[src/inc/tpde_consts.vh]
// Constants for the T1 transmit pulse density enforcer.
// Assumes an AXI4-Lite register bus with 32-bit data and a 125 MHz clock.
//
// How it works
// - With insert_irq_enable set, every bit stuff raises the interrupt.
// - With bit_insert_enable set, ones are stuffed whenever density is violated.
// - With bit_insert_enable clear, PCM passes unaltered; violations flag changes.
// - Each stuff sets insert_event_flag; a register read clears flag and interrupt.
// - density_violation_now shows whether the latest PCM bit violated density.
// - While stuffing is enabled, density_violation_now stays low.
// - Each change of the violation indication sets density_change_flag; read clears.
// - Sixteen consecutive zeros set zero_run_flag; a read clears it.
// - Flags update regardless of their interrupt enables.
// - While bit_insert_enable is set, both density and zero-run flags are forced low.
// - zero_run_irq_enable gates zero-run detections onto the interrupt.
// - density_irq_enable gates violation onset and end, unless insert_irq_enable set.
// - While e1_mode_select is high, the whole register is held in reset.
`ifndef TPDE_CONSTS_VH
`define TPDE_CONSTS_VH

// ****************************************
// Register map
// ****************************************
`define TPDE_REG_INDEX 12'h069
`define TPDE_REG_ADDR 12'h1A4
`define TPDE_PCM_ADDR 12'h1A8

// ****************************************
// Field positions
// ****************************************
`define TPDE_BIT_INS_IRQ_EN 7
`define TPDE_BIT_INS_EN 6
`define TPDE_BIT_INS_FLAG 5
`define TPDE_BIT_VIOL_NOW 4
`define TPDE_BIT_ZRUN_FLAG 3
`define TPDE_BIT_DENS_FLAG 2
`define TPDE_BIT_ZRUN_IRQ_EN 1
`define TPDE_BIT_DENS_IRQ_EN 0

// ****************************************
// Reset values and counts
// ****************************************
`define TPDE_CTRL_RESET 8'h00
`define TPDE_ZERO_RUN_LEN 5'h10
`define TPDE_MAX_ZEROS 5'h0F
`define TPDE_MAX_N 23
`define TPDE_RESP_OKAY 2'h0
`define TPDE_RESP_SLVERR 2'h2

`endif

[src/rtl/tpde_enforcer.v]
// Transmit pulse density enforcer with an AXI4-Lite register slave.
// Assumes PCM bits arrive from framer logic on aclk with a valid strobe,
// and that e1_mode_select comes from a pin of another domain.
//
// Design decision made here: register access over AXI4-Lite.
`timescale 1ns/1ps
`include "tpde_consts.vh"

module tpde_enforcer #(
    parameter HIST = 192
)
(
    // Clock and reset
    input wire aclk,
    input wire aresetn,
    // Mode strap
    input wire e1_mode_select,
    // PCM stream in
    input wire pcm_in_valid,
    input wire pcm_in_bit,
    // PCM stream out
    output reg pcm_out_valid,
    output reg pcm_out_bit,
    // Status and interrupt
    output reg density_violation_now,
    output reg irq_out_n,
    // AXI4-Lite write address
    input wire [11:0] s_axi_awaddr,
    input wire s_axi_awvalid,
    output reg s_axi_awready,
    // AXI4-Lite write data
    input wire [31:0] s_axi_wdata,
    input wire [3:0] s_axi_wstrb,
    input wire s_axi_wvalid,
    output reg s_axi_wready,
    // AXI4-Lite write response
    output reg [1:0] s_axi_bresp,
    output reg s_axi_bvalid,
    input wire s_axi_bready,
    // AXI4-Lite read address
    input wire [11:0] s_axi_araddr,
    input wire s_axi_arvalid,
    output reg s_axi_arready,
    // AXI4-Lite read data
    output reg [31:0] s_axi_rdata,
    output reg [1:0] s_axi_rresp,
    output reg s_axi_rvalid,
    input wire s_axi_rready
);

    // ****************************************
    // Mode synchroniser
    // ****************************************
    reg e1_meta;
    reg e1_sync;
    always @(posedge aclk)
    begin
        if (!aresetn)
        begin
            e1_meta <= 1'b0;
            e1_sync <= 1'b0;
        end
        else
        begin
            e1_meta <= e1_mode_select;
            e1_sync <= e1_meta;
        end
    end
    wire blk_rst = !aresetn || e1_sync;

    // ****************************************
    // Control and flags
    // ****************************************
    reg ins_irq_en;
    reg bit_insert_enable;
    reg zero_irq_en;
    reg dens_irq_en;
    reg insert_event_flag;
    reg density_change_flag;
    reg zero_run_flag;

    // ****************************************
    // Bit history and density check
    // ****************************************
    // The history holds the emitted bits, so a stuffed one counts at once.
    reg [HIST-1:0] hist;
    reg [4:0] zero_cnt;
    wire [23:0] win_short;
    reg viol_d;
    wire [HIST-1:0] hist_raw = {hist[HIST-2:0], pcm_in_bit};
    genvar n;
    generate
        for (n = 1; n <= `TPDE_MAX_N; n = n + 1)
        begin : g_win
            integer k;
            reg [7:0] ones;
            reg short_n;
            always @*
            begin
                ones = 8'h00;
                short_n = 1'b0;
                for (k = 0; k < 8 * (n + 1); k = k + 1)
                    ones = ones + {7'h00, hist_raw[k]};
                short_n = (ones < n);
            end
            assign win_short[n] = short_n;
        end
    endgenerate
    assign win_short[0] = 1'b0;

    wire zero_excess = !pcm_in_bit && (zero_cnt >= `TPDE_MAX_ZEROS);
    wire viol_raw = zero_excess || (|win_short);
    wire do_stuff = bit_insert_enable && viol_raw;
    wire out_bit = pcm_in_bit | do_stuff;
    wire viol_ind = viol_raw && !bit_insert_enable;
    wire [4:0] next_zero_cnt = out_bit ? 5'h00 :
        (zero_cnt == `TPDE_ZERO_RUN_LEN ? zero_cnt : zero_cnt + 5'h01);
    wire zero_run_hit = pcm_in_valid && !out_bit &&
        (zero_cnt == `TPDE_ZERO_RUN_LEN - 5'h01);

    always @(posedge aclk)
    begin
        if (blk_rst)
        begin
            hist <= {HIST{1'b1}};
            zero_cnt <= 5'h00;
            viol_d <= 1'b0;
            pcm_out_valid <= 1'b0;
            pcm_out_bit <= 1'b0;
            density_violation_now <= 1'b0;
        end
        else
        begin
            pcm_out_valid <= pcm_in_valid;
            if (pcm_in_valid)
            begin
                hist <= {hist[HIST-2:0], out_bit};
                zero_cnt <= next_zero_cnt;
                pcm_out_bit <= out_bit;
                viol_d <= viol_ind;
                density_violation_now <= viol_ind;
            end
            else if (bit_insert_enable)
                density_violation_now <= 1'b0;
        end
    end
    wire viol_change = pcm_in_valid && (viol_ind != viol_d);

    // ****************************************
    // AXI4-Lite slave
    // ****************************************
    wire wr_go = s_axi_awvalid && s_axi_wvalid && !s_axi_bvalid;
    wire wr_hit = s_axi_awaddr[11:2] == `TPDE_REG_ADDR >> 2;
    wire rd_go = s_axi_arvalid && !s_axi_rvalid;
    wire rd_hit = s_axi_araddr[11:2] == `TPDE_REG_ADDR >> 2;
    wire rd_clr = rd_go && rd_hit;
    wire [7:0] ctrl_rd = {ins_irq_en, bit_insert_enable, insert_event_flag,
        density_violation_now, zero_run_flag, density_change_flag,
        zero_irq_en, dens_irq_en};

    always @(posedge aclk)
    begin
        if (!aresetn)
        begin
            s_axi_awready <= 1'b0;
            s_axi_wready <= 1'b0;
            s_axi_bvalid <= 1'b0;
            s_axi_bresp <= `TPDE_RESP_OKAY;
            s_axi_arready <= 1'b0;
            s_axi_rvalid <= 1'b0;
            s_axi_rresp <= `TPDE_RESP_OKAY;
            s_axi_rdata <= 32'h00000000;
        end
        else
        begin
            s_axi_awready <= wr_go;
            s_axi_wready <= wr_go;
            s_axi_arready <= rd_go;
            if (wr_go)
            begin
                s_axi_bvalid <= 1'b1;
                s_axi_bresp <= wr_hit ? `TPDE_RESP_OKAY : `TPDE_RESP_SLVERR;
            end
            else if (s_axi_bready)
                s_axi_bvalid <= 1'b0;
            if (rd_go)
            begin
                s_axi_rvalid <= 1'b1;
                s_axi_rresp <= rd_hit ? `TPDE_RESP_OKAY : `TPDE_RESP_SLVERR;
                s_axi_rdata <= rd_hit ? {24'h000000, ctrl_rd} : 32'h00000000;
            end
            else if (s_axi_rready)
                s_axi_rvalid <= 1'b0;
        end
    end

    // ****************************************
    // Register and interrupt
    // ****************************************
    // A new event in the read cycle survives the clear, so none is lost.
    always @(posedge aclk)
    begin
        if (blk_rst)
        begin
            ins_irq_en <= 1'b0;
            bit_insert_enable <= 1'b0;
            zero_irq_en <= 1'b0;
            dens_irq_en <= 1'b0;
            insert_event_flag <= 1'b0;
            density_change_flag <= 1'b0;
            zero_run_flag <= 1'b0;
            irq_out_n <= 1'b1;
        end
        else
        begin
            if (wr_go && wr_hit && s_axi_wstrb[0])
            begin
                ins_irq_en <= s_axi_wdata[`TPDE_BIT_INS_IRQ_EN];
                bit_insert_enable <= s_axi_wdata[`TPDE_BIT_INS_EN];
                zero_irq_en <= s_axi_wdata[`TPDE_BIT_ZRUN_IRQ_EN];
                dens_irq_en <= s_axi_wdata[`TPDE_BIT_DENS_IRQ_EN];
            end
            insert_event_flag <= (pcm_in_valid && do_stuff) ||
                (insert_event_flag && !rd_clr);
            if (bit_insert_enable)
            begin
                density_change_flag <= 1'b0;
                zero_run_flag <= 1'b0;
            end
            else
            begin
                density_change_flag <= viol_change ||
                    (density_change_flag && !rd_clr);
                zero_run_flag <= zero_run_hit ||
                    (zero_run_flag && !rd_clr);
            end
            irq_out_n <= !((insert_event_flag && ins_irq_en) ||
                (zero_run_flag && zero_irq_en) ||
                (density_change_flag && dens_irq_en && !ins_irq_en));
        end
    end

endmodule // tpde_enforcer

[config.mk]
export PLATFORM = sky130hd
export DESIGN_NAME = tpde_enforcer
export DESIGN_NICKNAME = d
export VERILOG_FILES = /design/src/rtl/tpde_enforcer.v
export VERILOG_INCLUDE_DIRS = /design/src /design/src/inc
export SDC_FILE = /design/constraint.sdc
export NUM_CORES = 1
export LEC_CHECK = 0
export BUFFER_PORTS_ARGS = -buffer_cell sky130_fd_sc_hd__buf_2
export CAP_MARGIN = 0
export CELL_PAD_IN_SITES_DETAIL_PLACEMENT = 0
export CELL_PAD_IN_SITES_GLOBAL_PLACEMENT = 1
export CORE_ASPECT_RATIO = 1.1
export CORE_MARGIN = 2
export CORE_UTILIZATION = 45
export DETAILED_ROUTE_END_ITERATION = 7
export PLACE_DENSITY_LB_ADDON = 0.1
export SYNTH_ARGS = -nofsm -noshare
export SYNTH_HDL_FRONTEND = slang
export SYNTH_SLANG_ARGS = --single-unit
[constraint.sdc]
create_clock -name aclk -period 58.4 [get_ports aclk]
set_clock_uncertainty 0.1 [all_clocks]
set_input_delay 11.68 -clock aclk [delete_from_list [all_inputs] [get_ports aclk]]
set_output_delay 11.68 -clock aclk [all_outputs]
set_load 0.02 [all_outputs]
==> impl_results.md, run 1 <==
* Critical path peak fanout at 9
* # diodes at 0
* Biggest regs: hist x191, s_axi_rdata x8, zero_cnt x5
* Mapped cell area at 0.0174 mm^2
* Synth Area per Inst at 9.02 um^2
* Layout Nets at 2274
* Most used cell, CP: fa_1
* Drt wl/cell at 12.7 um
* Worst skew pair latency at 540 ps
* # Max-Cap Violations at 0
* Critical path startpoint category: primary input
* Vias in the first global route at 12.3k
* Crit path DAT at 50400 ps
* Area growth syn-to-layout at 7.78%
* TNS Setup at 0 ps
* Die height at 210 um
* Port-buffer cells at 53
* Synth top area share at 25.8%
* Post-synth top flop: dfxtp_1
* Vias per inst at 5.02
* Post_cts resized at 0
* Status: finished, final reports clean
* Antenna violations before repair at 0
* CP max-delay cell: fa_1
* CTS Buf Count at 25
* Layout cells sized above 1 at 6.64%
* Routed WL at 31100 um
* CP Capture Type: flip-flop
* HPWL Detailed at 23600 um
* Die Wd at 191 um
* Root buffer cell: clkbuf_16
* Crit share post-route at 85.7%
* Setup bufs post-CTS at 0
* FP Rows at 75
* Top post-synthesis cells by count: inv_1 (245), nand2_1 (243), dfxtp_1 (224)
* Largest register FFs at 191
* Unrepaired setup endpoints after global routing: no
* # clock sinks at 224
* Syn Inst Count at 1927
* Netlist cell types at 94
* Final RePlAce weighted congestion at 0.751
* Global-route usage over all layers at 16.1%
* Worst slack, placed at 7570 ps
* Req. time, crit path at 58730 ps
* Core area at 0.0381 mm^2
* WS Path Type: in2reg
* EDFF count, synth at 0
* Worst Tran Pin Value at 991 ps
* Worst rel slew slack at 33.9%
* # setup viols final at 0
* Pin count of the biggest net entering global routing at 134
* First-pass GRT wire length at 55900 um
* Vias at 12.3k
* DIE AREA at 0.0402 mm^2
* Most frequent cell after synthesis: inv_1
* Minimum clock period at 50070 ps
* Critical path's largest stage delay at 540 ps
* Initial Util at 45.6%
* Num ports at 115
* Worst hold path type: reg2reg
* Clock slew at reported path FFs at 60 ps
* First drt pass iteration count at 7
* Async set-reset flop share out of synthesis at 0%
* Residual DRC at 0
* Worst setup margin at 8330 ps
* H-tree Lvls at 1
* Synth top area cells: dfxtp_1 (26%), fa_1 (14%), ha_1 (10%)
* Final Util at 49.2%
* Starting DRT DRC Count at 375
* FF+latch count, synth at 224
* Fmax at 20.0 MHz
* CTS tree: built
* Clock Path Buffers at 3
* Post-DRT Antenna Nets at 0
* Most flops, register: hist
* Sequential-to-total area share from yosys stat at 25.8%
* Total grt overflow at 0
* Fin. Hold Viols at 0
* Largest area contributor in the netlist: dfxtp_1
* Pins Over Slew Limit at 0
* Ys Warns at 0
* Hold buffers post-CTS at 0
[cell type report]
class	count	area [um^2]
Fill cell	3712	19400
Multi-Input combinational cell	1390	11600
Clock buffer	36	737
Timing Repair Buffer	58	313
Inverter	245	920
Tap cell	500	626
Sequential cell	224	4480
Clock inverter	5	28.8
[final timing paths]
| check | start | to | slack [ps] | cells past startpoint |
|---|---|---|---|---|
| worst max register to register | hist[4] | zero_cnt[4] | 19310 | 127 |
| worst min register to register | e1_meta | e1_sync | 340 | 1 |
| worst max-delay path | pcm_in_bit | zero_cnt[4] | 8330 | 128 |
| worst min-delay path | e1_meta | e1_sync | 340 | 1 |
[logic make-up after synthesis]
| kind of cell | Yosys count | synth area share, % |
|---|---|---|
| multiplexers | 127 | 7.34 |
| AND/OR/NAND/NOR | 517 | 14.1 |
| buffers and inverters | 338 | 7.90 |
| flip-flops | 224 | 25.8 |
| other | 1 | 0.0216 |
| XOR/XNOR | 119 | 7.41 |
| adder cells (fa/ha/maj) | 262 | 24.0 |
| AO/OA/AOI/OAI | 339 | 13.4 |
[placed cells by master, fill, tap and decap left out, types with 5 or more instances in the layout]
| master | count |
|---|---|
| xor2_1 | 28 |
| ha_1 | 140 |
| and3_1 | 7 |
| clkbuf_16 | 25 |
| a211oi_1 | 7 |
| clkbuf_8 | 7 |
| o21ai_0 | 57 |
| a31oi_1 | 8 |
| o22ai_1 | 7 |
| o211ai_1 | 88 |
| nand2b_1 | 38 |
| o21a_1 | 9 |
| nor2b_1 | 45 |
| xnor2_2 | 5 |
| nor2_1 | 83 |
| inv_1 | 245 |
| xnor2_1 | 70 |
| dfxtp_1 | 224 |
| conb_1 | 26 |
| a21o_1 | 28 |
| buf_2 | 52 |
| a22oi_1 | 12 |
| a21oi_1 | 58 |
| and2_1 | 9 |
| xnor3_1 | 5 |
| mux2i_1 | 123 |
| buf_4 | 5 |
| fa_1 | 120 |
| nor4_1 | 10 |
| nand3_1 | 17 |
| nor3_1 | 27 |
| o31a_1 | 6 |
| nand2_1 | 243 |
| a211o_1 | 5 |
[critical path: cells and delay by family]
family                     cells  cell delay (ps)
buffers and inverters         46             2550
and+or+nand+nor                5              730
adders and majority gates     72            34510
AOI/OAI and AO/OA              5              950
[per-stage QoR]
stage	cells	instance area, um^2	hold slack [ps]
2_1_floorplan	1952	17500	312
3_3_place_gp	2417	18000	321
3_5_place_dp	2417	18000	337
4_1_cts	2458	18700	344
5_1_grt	2458	18700	360
6_report	2458	18700	343
[layer usage]
layer / share of wire (%) / wire length, um / global-route usage, % / up-vias
met5: 0 / 0 / 0 / -
met4: 1.6 / 506 / 3.85 / 0
met3: 2.7 / 841 / 1.76 / 25
met2: 46 / 14200 / 27.2 / 86
met1: 50 / 15500 / 22.0 / 5769
li1: - / - / - / 6463
Power of run 1 is not shown: default switching activity piles up to over one toggle a cycle in this logic, so the estimate is an artifact.
==> inputs of run 2 (changes only) <==
--- a/config.mk
+++ b/config.mk
@@ -14,7 +14,7 @@
 export CORE_MARGIN = 2
 export CORE_UTILIZATION = 45
 export DETAILED_ROUTE_END_ITERATION = 7
-export PLACE_DENSITY_LB_ADDON = 0.1
+export PLACE_DENSITY_LB_ADDON = 0.3
 export SYNTH_ARGS = -nofsm -noshare
 export SYNTH_HDL_FRONTEND = slang
 export SYNTH_SLANG_ARGS = --single-unit
==> run 2 against run 1 <==
Effect of this change: cell area rose by 0.21%; sequential share of layout area is essentially flat; first-iteration DRC count is 15% higher.
==> impl_results.md, run 2 (synthesis gave the netlist of run 1 again) <==
* Die height at 210 um (unchanged)
* Vias at 12.4k (+0.82%)
* Hold buffers post-CTS at 0 (unchanged)
* Placed cell area at 0.0180 mm^2 (about the same)
* H-tree Lvls at 1 (unchanged)
* First drt pass iteration count at 5 (-2)
* Crit share post-route at 85.6% (about the same)
* Die Wd at 191 um (unchanged)
* Crit path DAT at 50350 ps (-50 ps)
* Pins Over Slew Limit at 0 (unchanged)
* # clock sinks at 224 (unchanged)
* Critical path peak fanout at 9 (unchanged)
* Residual DRC at 0 (unchanged)
* CP max-delay cell: fa_1
* # setup viols final at 0 (unchanged)
* Vias per inst at 5.06 (+0.70%)
* Status: finished, final reports clean
* Minimum clock period at 50020 ps (-47.8 ps)
* Post-DRT Antenna Nets at 0 (unchanged)
* Post-route cell area at 0.0188 mm^2 (+0.21%)
* FP Rows at 75 (unchanged)
* Initial Util at 45.6% (unchanged)
* Layout Nets at 2273 (-0.044%)
* Worst rel slew slack at 34.9% (+0.96 points)
* Post_cts resized at 0 (unchanged)
* TNS Setup at 0 ps (unchanged)
* Worst skew pair latency at 550 ps (about the same)
* Starting DRT DRC Count at 430 (+15%)
* CTS tree: built
* # diodes at 0 (unchanged)
* Commonest cells after routing, fill and taps aside: inv_1 (245), nand2_1 (243), dfxtp_1 (224), ha_1 (140), mux2i_1 (123)
* Core area at 0.0381 mm^2 (unchanged)
* Drt wl/cell at 12.4 um (-2.4%)
* WS Path Type: in2reg
* Worst reg2reg setup slack at 19360 ps (+50 ps)
* CTS Buf Count at 25 (unchanged)
* Pin count of the biggest net entering global routing at 131 (-2.2%)
* Most common cell after layout, fill and taps aside: inv_1
* DIE AREA at 0.0402 mm^2 (unchanged)
* Layout cells sized above 1 at 6.68% (+0.041 points)
* Num ports at 115 (unchanged)
* Fmax at 20.0 MHz (about the same)
* Area occupied by multi-input gates at 0.0116 mm^2 (unchanged)
* Vias in the first global route at 12.5k (+1.7%)
* Port-buffer cells at 53 (unchanged)
* Setup bufs post-CTS at 0 (unchanged)
* Reg area at 0.00448 mm^2 (unchanged)
* Routed WL at 30400 um (-2.2%)
* Req. time, crit path at 58730 ps (about the same)
* Critical path startpoint category: primary input
* Area growth syn-to-layout at 8.01%
* Antenna violations before repair at 0 (unchanged)
* Worst hold path type: reg2reg
* Biggest regs: hist x191, s_axi_rdata x8, zero_cnt x5
* Most used cell, CP: fa_1
* CP Capture Type: flip-flop
* Filler instances at 3696 (-0.43%)
* Critical path's largest stage delay at 550 ps (about the same)
* Worst Tran Pin Value at 976 ps (-14.3 ps)
* First-pass GRT wire length at 54900 um (-1.8%)
* # Max-Cap Violations at 0 (unchanged)
* Clock Path Buffers at 3 (unchanged)
* Unrepaired setup endpoints after global routing: no
* Clock slew at reported path FFs at 60 ps (about the same)
* Global-route usage over all layers at 15.7% (-0.37 points)
* Largest register FFs at 191 (unchanged)
* Fin. Hold Viols at 0 (unchanged)
* HPWL Detailed at 22900 um (-3.2%)
* Most flops, register: hist
* Root buffer cell: clkbuf_16
* Total grt overflow at 0 (unchanged)
* Final RePlAce weighted congestion at 0.787 (+4.8%)
-- run 2: cell count changes in the layout (fill, tap and decap cells not counted), sizes merged --
| cell | delta |
|---|---|
| buf | -1 |
| bufinv | +1 |
| clkbuf | +1 |
| clkinv | -1 |
| clkinvlp | +2 |
| inv | +1 |
-- run 2: final timing paths --
kind         startpoint     endpoint  depth (start not counted)
min             e1_meta      e1_sync                          1
max reg2reg     hist[0]  zero_cnt[4]                        127
max          pcm_in_bit  zero_cnt[4]                        128
min reg2reg     e1_meta      e1_sync                          1
-- run 2: layout make-up --
cell class	instances	area share, %
multi-input combinational	1390	61.9
sequential	224	23.9
inverter	245	4.90
clock buffer	37	3.89
tap	500	3.33
timing repair buffer	57	1.63
clock inverter	8	0.433
-- run 2: metrics by stage --
stage / hold WS (ps) / instances / utilization (%) / worst slack [ps]
after floorplan: 312 / 1952 / - / 9450
after global placement: 341 / 2416 / 47.1 / 7780
final: 337 / 2461 / 49.3 / 8380
after detailed placement: 335 / 2416 / 47.1 / 7660
after global routing: 371 / 2461 / 49.3 / 7000
after CTS: 343 / 2461 / 49.3 / 8130
-- run 2: critical path, delay by kind of cell --
family,cells,cell delay (ps)
compound gates,5,940
fa+ha+maj,72,34420
buf+inv,46,2590
simple gates,5,720
-- run 2: layer usage --
metal  share of wire (%)  global-route usage, %  vias to the layer above
met3                 3.7                   2.36                       32
li1                    -                      -                     6461
met2                  46                   26.4                      132
met4                 1.7                   4.35                        0
met5                   0                      0                        -
met1                  49                   21.0                     5819
Power of run 2 is left out for the same reason.
==> inputs of run 3 (changes only) <==
--- a/config.mk
+++ b/config.mk
@@ -8,12 +8,13 @@
 export LEC_CHECK = 0
 export BUFFER_PORTS_ARGS = -buffer_cell sky130_fd_sc_hd__buf_2
 export CAP_MARGIN = 0
-export CELL_PAD_IN_SITES_DETAIL_PLACEMENT = 0
-export CELL_PAD_IN_SITES_GLOBAL_PLACEMENT = 1
+export CELL_PAD_IN_SITES_DETAIL_PLACEMENT = 2
+export CELL_PAD_IN_SITES_GLOBAL_PLACEMENT = 2
 export CORE_ASPECT_RATIO = 1.1
 export CORE_MARGIN = 2
-export CORE_UTILIZATION = 45
+export CORE_UTILIZATION = 39
 export DETAILED_ROUTE_END_ITERATION = 7
+export GPL_TIMING_DRIVEN = 0
 export PLACE_DENSITY_LB_ADDON = 0.3
 export SYNTH_ARGS = -nofsm -noshare
 export SYNTH_HDL_FRONTEND = slang
==> run 3 against run 2 <==
Effect of this change: fmax shrank 1.3%; worst setup slack lost 640 ps; critical endpoint is now zero_run_flag; sequential share of layout area shrank 0.63 points; via count grew 9.8%; flip-flop and latch count is the same; highest routed layer unchanged; first-iteration DRC count shrank 30%; largest cell class unchanged.
==> impl_results.md, run 3 (synthesis gave the netlist of run 1 again) <==
* Unrepaired setup endpoints after global routing: no
* Fmax at 19.7 MHz (-1.3%)
* Vias per inst at 5.19 (+2.7%)
* Global-route usage over all layers at 20.9% (+5.2 points)
* Most flops, register: hist
* Clock Path Buffers at 3 (unchanged)
* Worst skew pair latency at 570 ps (+20 ps)
* Most used cell, CP: fa_1
* Worst slack, placed at 6890 ps (-774 ps)
* Fin. Hold Viols at 0 (unchanged)
* Port-buffer cells at 53 (unchanged)
* Crit share post-route at 86.7% (+1.1 points)
* H-tree Lvls at 1 (unchanged)
* Worst hold path type: reg2reg
* Commonest cells after routing, fill and taps aside: inv_1 (245), nand2_1 (243), dfxtp_1 (224), ha_1 (140), mux2i_1 (123)
* Die Wd at 205 um (+7.3%)
* Layout Nets at 2363 (+4.0%)
* Die height at 225 um (+7.3%)
* Core area at 0.0442 mm^2 (+16%)
* Final non-filler cell total at 2632 (+6.9%)
* DIE AREA at 0.0463 mm^2 (+15%)
* Biggest regs: hist x191, s_axi_rdata x8, zero_cnt x5
* Worst rel slew slack at 11.9% (-23 points)
* Total grt overflow at 0 (unchanged)
* First drt pass iteration count at 4 (-1)
* Clock slew at reported path FFs at 60 ps (about the same)
* Worst Tran Pin Value at 1320 ps (+345 ps)
* CTS tree: built
* Post-DRT Antenna Nets at 0 (unchanged)
* Pins Over Slew Limit at 0 (unchanged)
* Largest register FFs at 191 (unchanged)
* WS Path Type: in2reg
* Starting DRT DRC Count at 300 (-30%)
* # setup viols final at 0 (unchanged)
* Post_cts resized at 0 (unchanged)
* Buf/Inv on CP at 46 (unchanged)
* HPWL Detailed at 37300 um (+63%)
* Initial Util at 39.3% (-6.3 points)
* Hold buffers post-CTS at 0 (unchanged)
* Area growth syn-to-layout at 10.9%
* Final RePlAce weighted congestion at 0.776 (-1.3%)
* Num ports at 115 (unchanged)
* # clock sinks at 224 (unchanged)
* TNS Setup at 0 ps (unchanged)
* Antenna violations before repair at 0 (unchanged)
* CP max-delay cell: fa_1
* CP top delay family: adder cells
* Final Util at 43.6% (-5.6 points)
* Layout cells sized above 1 at 7.46% (+0.78 points)
* Residual DRC at 0 (unchanged)
* Setup bufs post-CTS at 0 (unchanged)
* Root buffer cell: clkbuf_16
* Minimum clock period at 50660 ps (+642 ps)
* Pin count of the biggest net entering global routing at 14 (-89%)
* Critical path peak fanout at 9 (unchanged)
* Vias at 13.7k (+9.8%)
* Most common cell after layout, fill and taps aside: inv_1
* # diodes at 0 (unchanged)
* Critical path's largest stage delay at 550 ps (about the same)
* CTS Buf Count at 26 (+4.0%)
* Routed WL at 47300 um (+55%)
* Critical path startpoint category: primary input
* Req. time, crit path at 58770 ps (+40 ps)
* Status: finished, final reports clean
* # Max-Cap Violations at 0 (unchanged)
* First-pass GRT wire length at 79200 um (+44%)
* Drt wl/cell at 18.0 um (+45%)
* CP Capture Type: flip-flop
* Worst setup margin at 7740 ps (-642 ps)
* Crit path DAT at 51030 ps (+680 ps)
* Vias in the first global route at 15.8k (+27%)
* FP Rows at 81 (+8.0%)
* Post-Place Cells at 2586 (+7.0%)
[run 3: changes by cell type in the layout (fill, tap and decap cells not counted), moves of 2 or more]
cell,change
buf_1,+13
inv_6,-2
buf_2,+3
clkinv_2,+2
clkinvlp_4,-2
clkbuf_8,-2
buf_4,+23
clkbuf_1,+54
[run 3: cell type report]
type / instances / area (um^2)
fill: 4946 / 24900
sequential: 224 / 4480
buffer: 93 / 453
clock inverter: 7 / 75.1
multi-input combinational: 1390 / 11600
clock buffer: 39 / 739
tap: 581 / 727
inverter: 245 / 920
timing repair buffer: 53 / 265
[run 3: routing by layer]
layer	up-vias	track usage [%]	share of wire (%)
li1	6639	-	-
met1	6825	24.2	42
met2	126	40.2	53
met3	73	2.26	2.4
met4	0	5.83	2.6
met5	-	0	0
[run 3: metrics by stage]
stage,area [um^2],hold slack [ps]
after global routing,19300,365
after floorplan,17500,312
final,19300,341
after CTS,19300,347
after detailed placement,18500,331
after global placement,18500,330
[run 3: path summary, 6_finish.rpt]
| check | startpoint | to | slack, ps | cells after the start |
|---|---|---|---|---|
| worst max-delay path | pcm_in_bit | zero_run_flag | 7740 | 128 |
| worst min-delay path | e1_meta | e1_sync | 340 | 1 |
| worst max register to register | hist[4] | zero_run_flag | 18690 | 127 |
| worst min register to register | e1_meta | e1_sync | 340 | 1 |
[run 3: worst register-to-register path: cells and delay by family (launching register included)]
family	cells	cell delay (ps)
and+or+nand+nor	5	760
buffers and inverters	45	2580
AOI/OAI and AO/OA	5	980
adders and majority gates	72	34860
DFF	1	350
Power of run 3 is left out for the same reason.
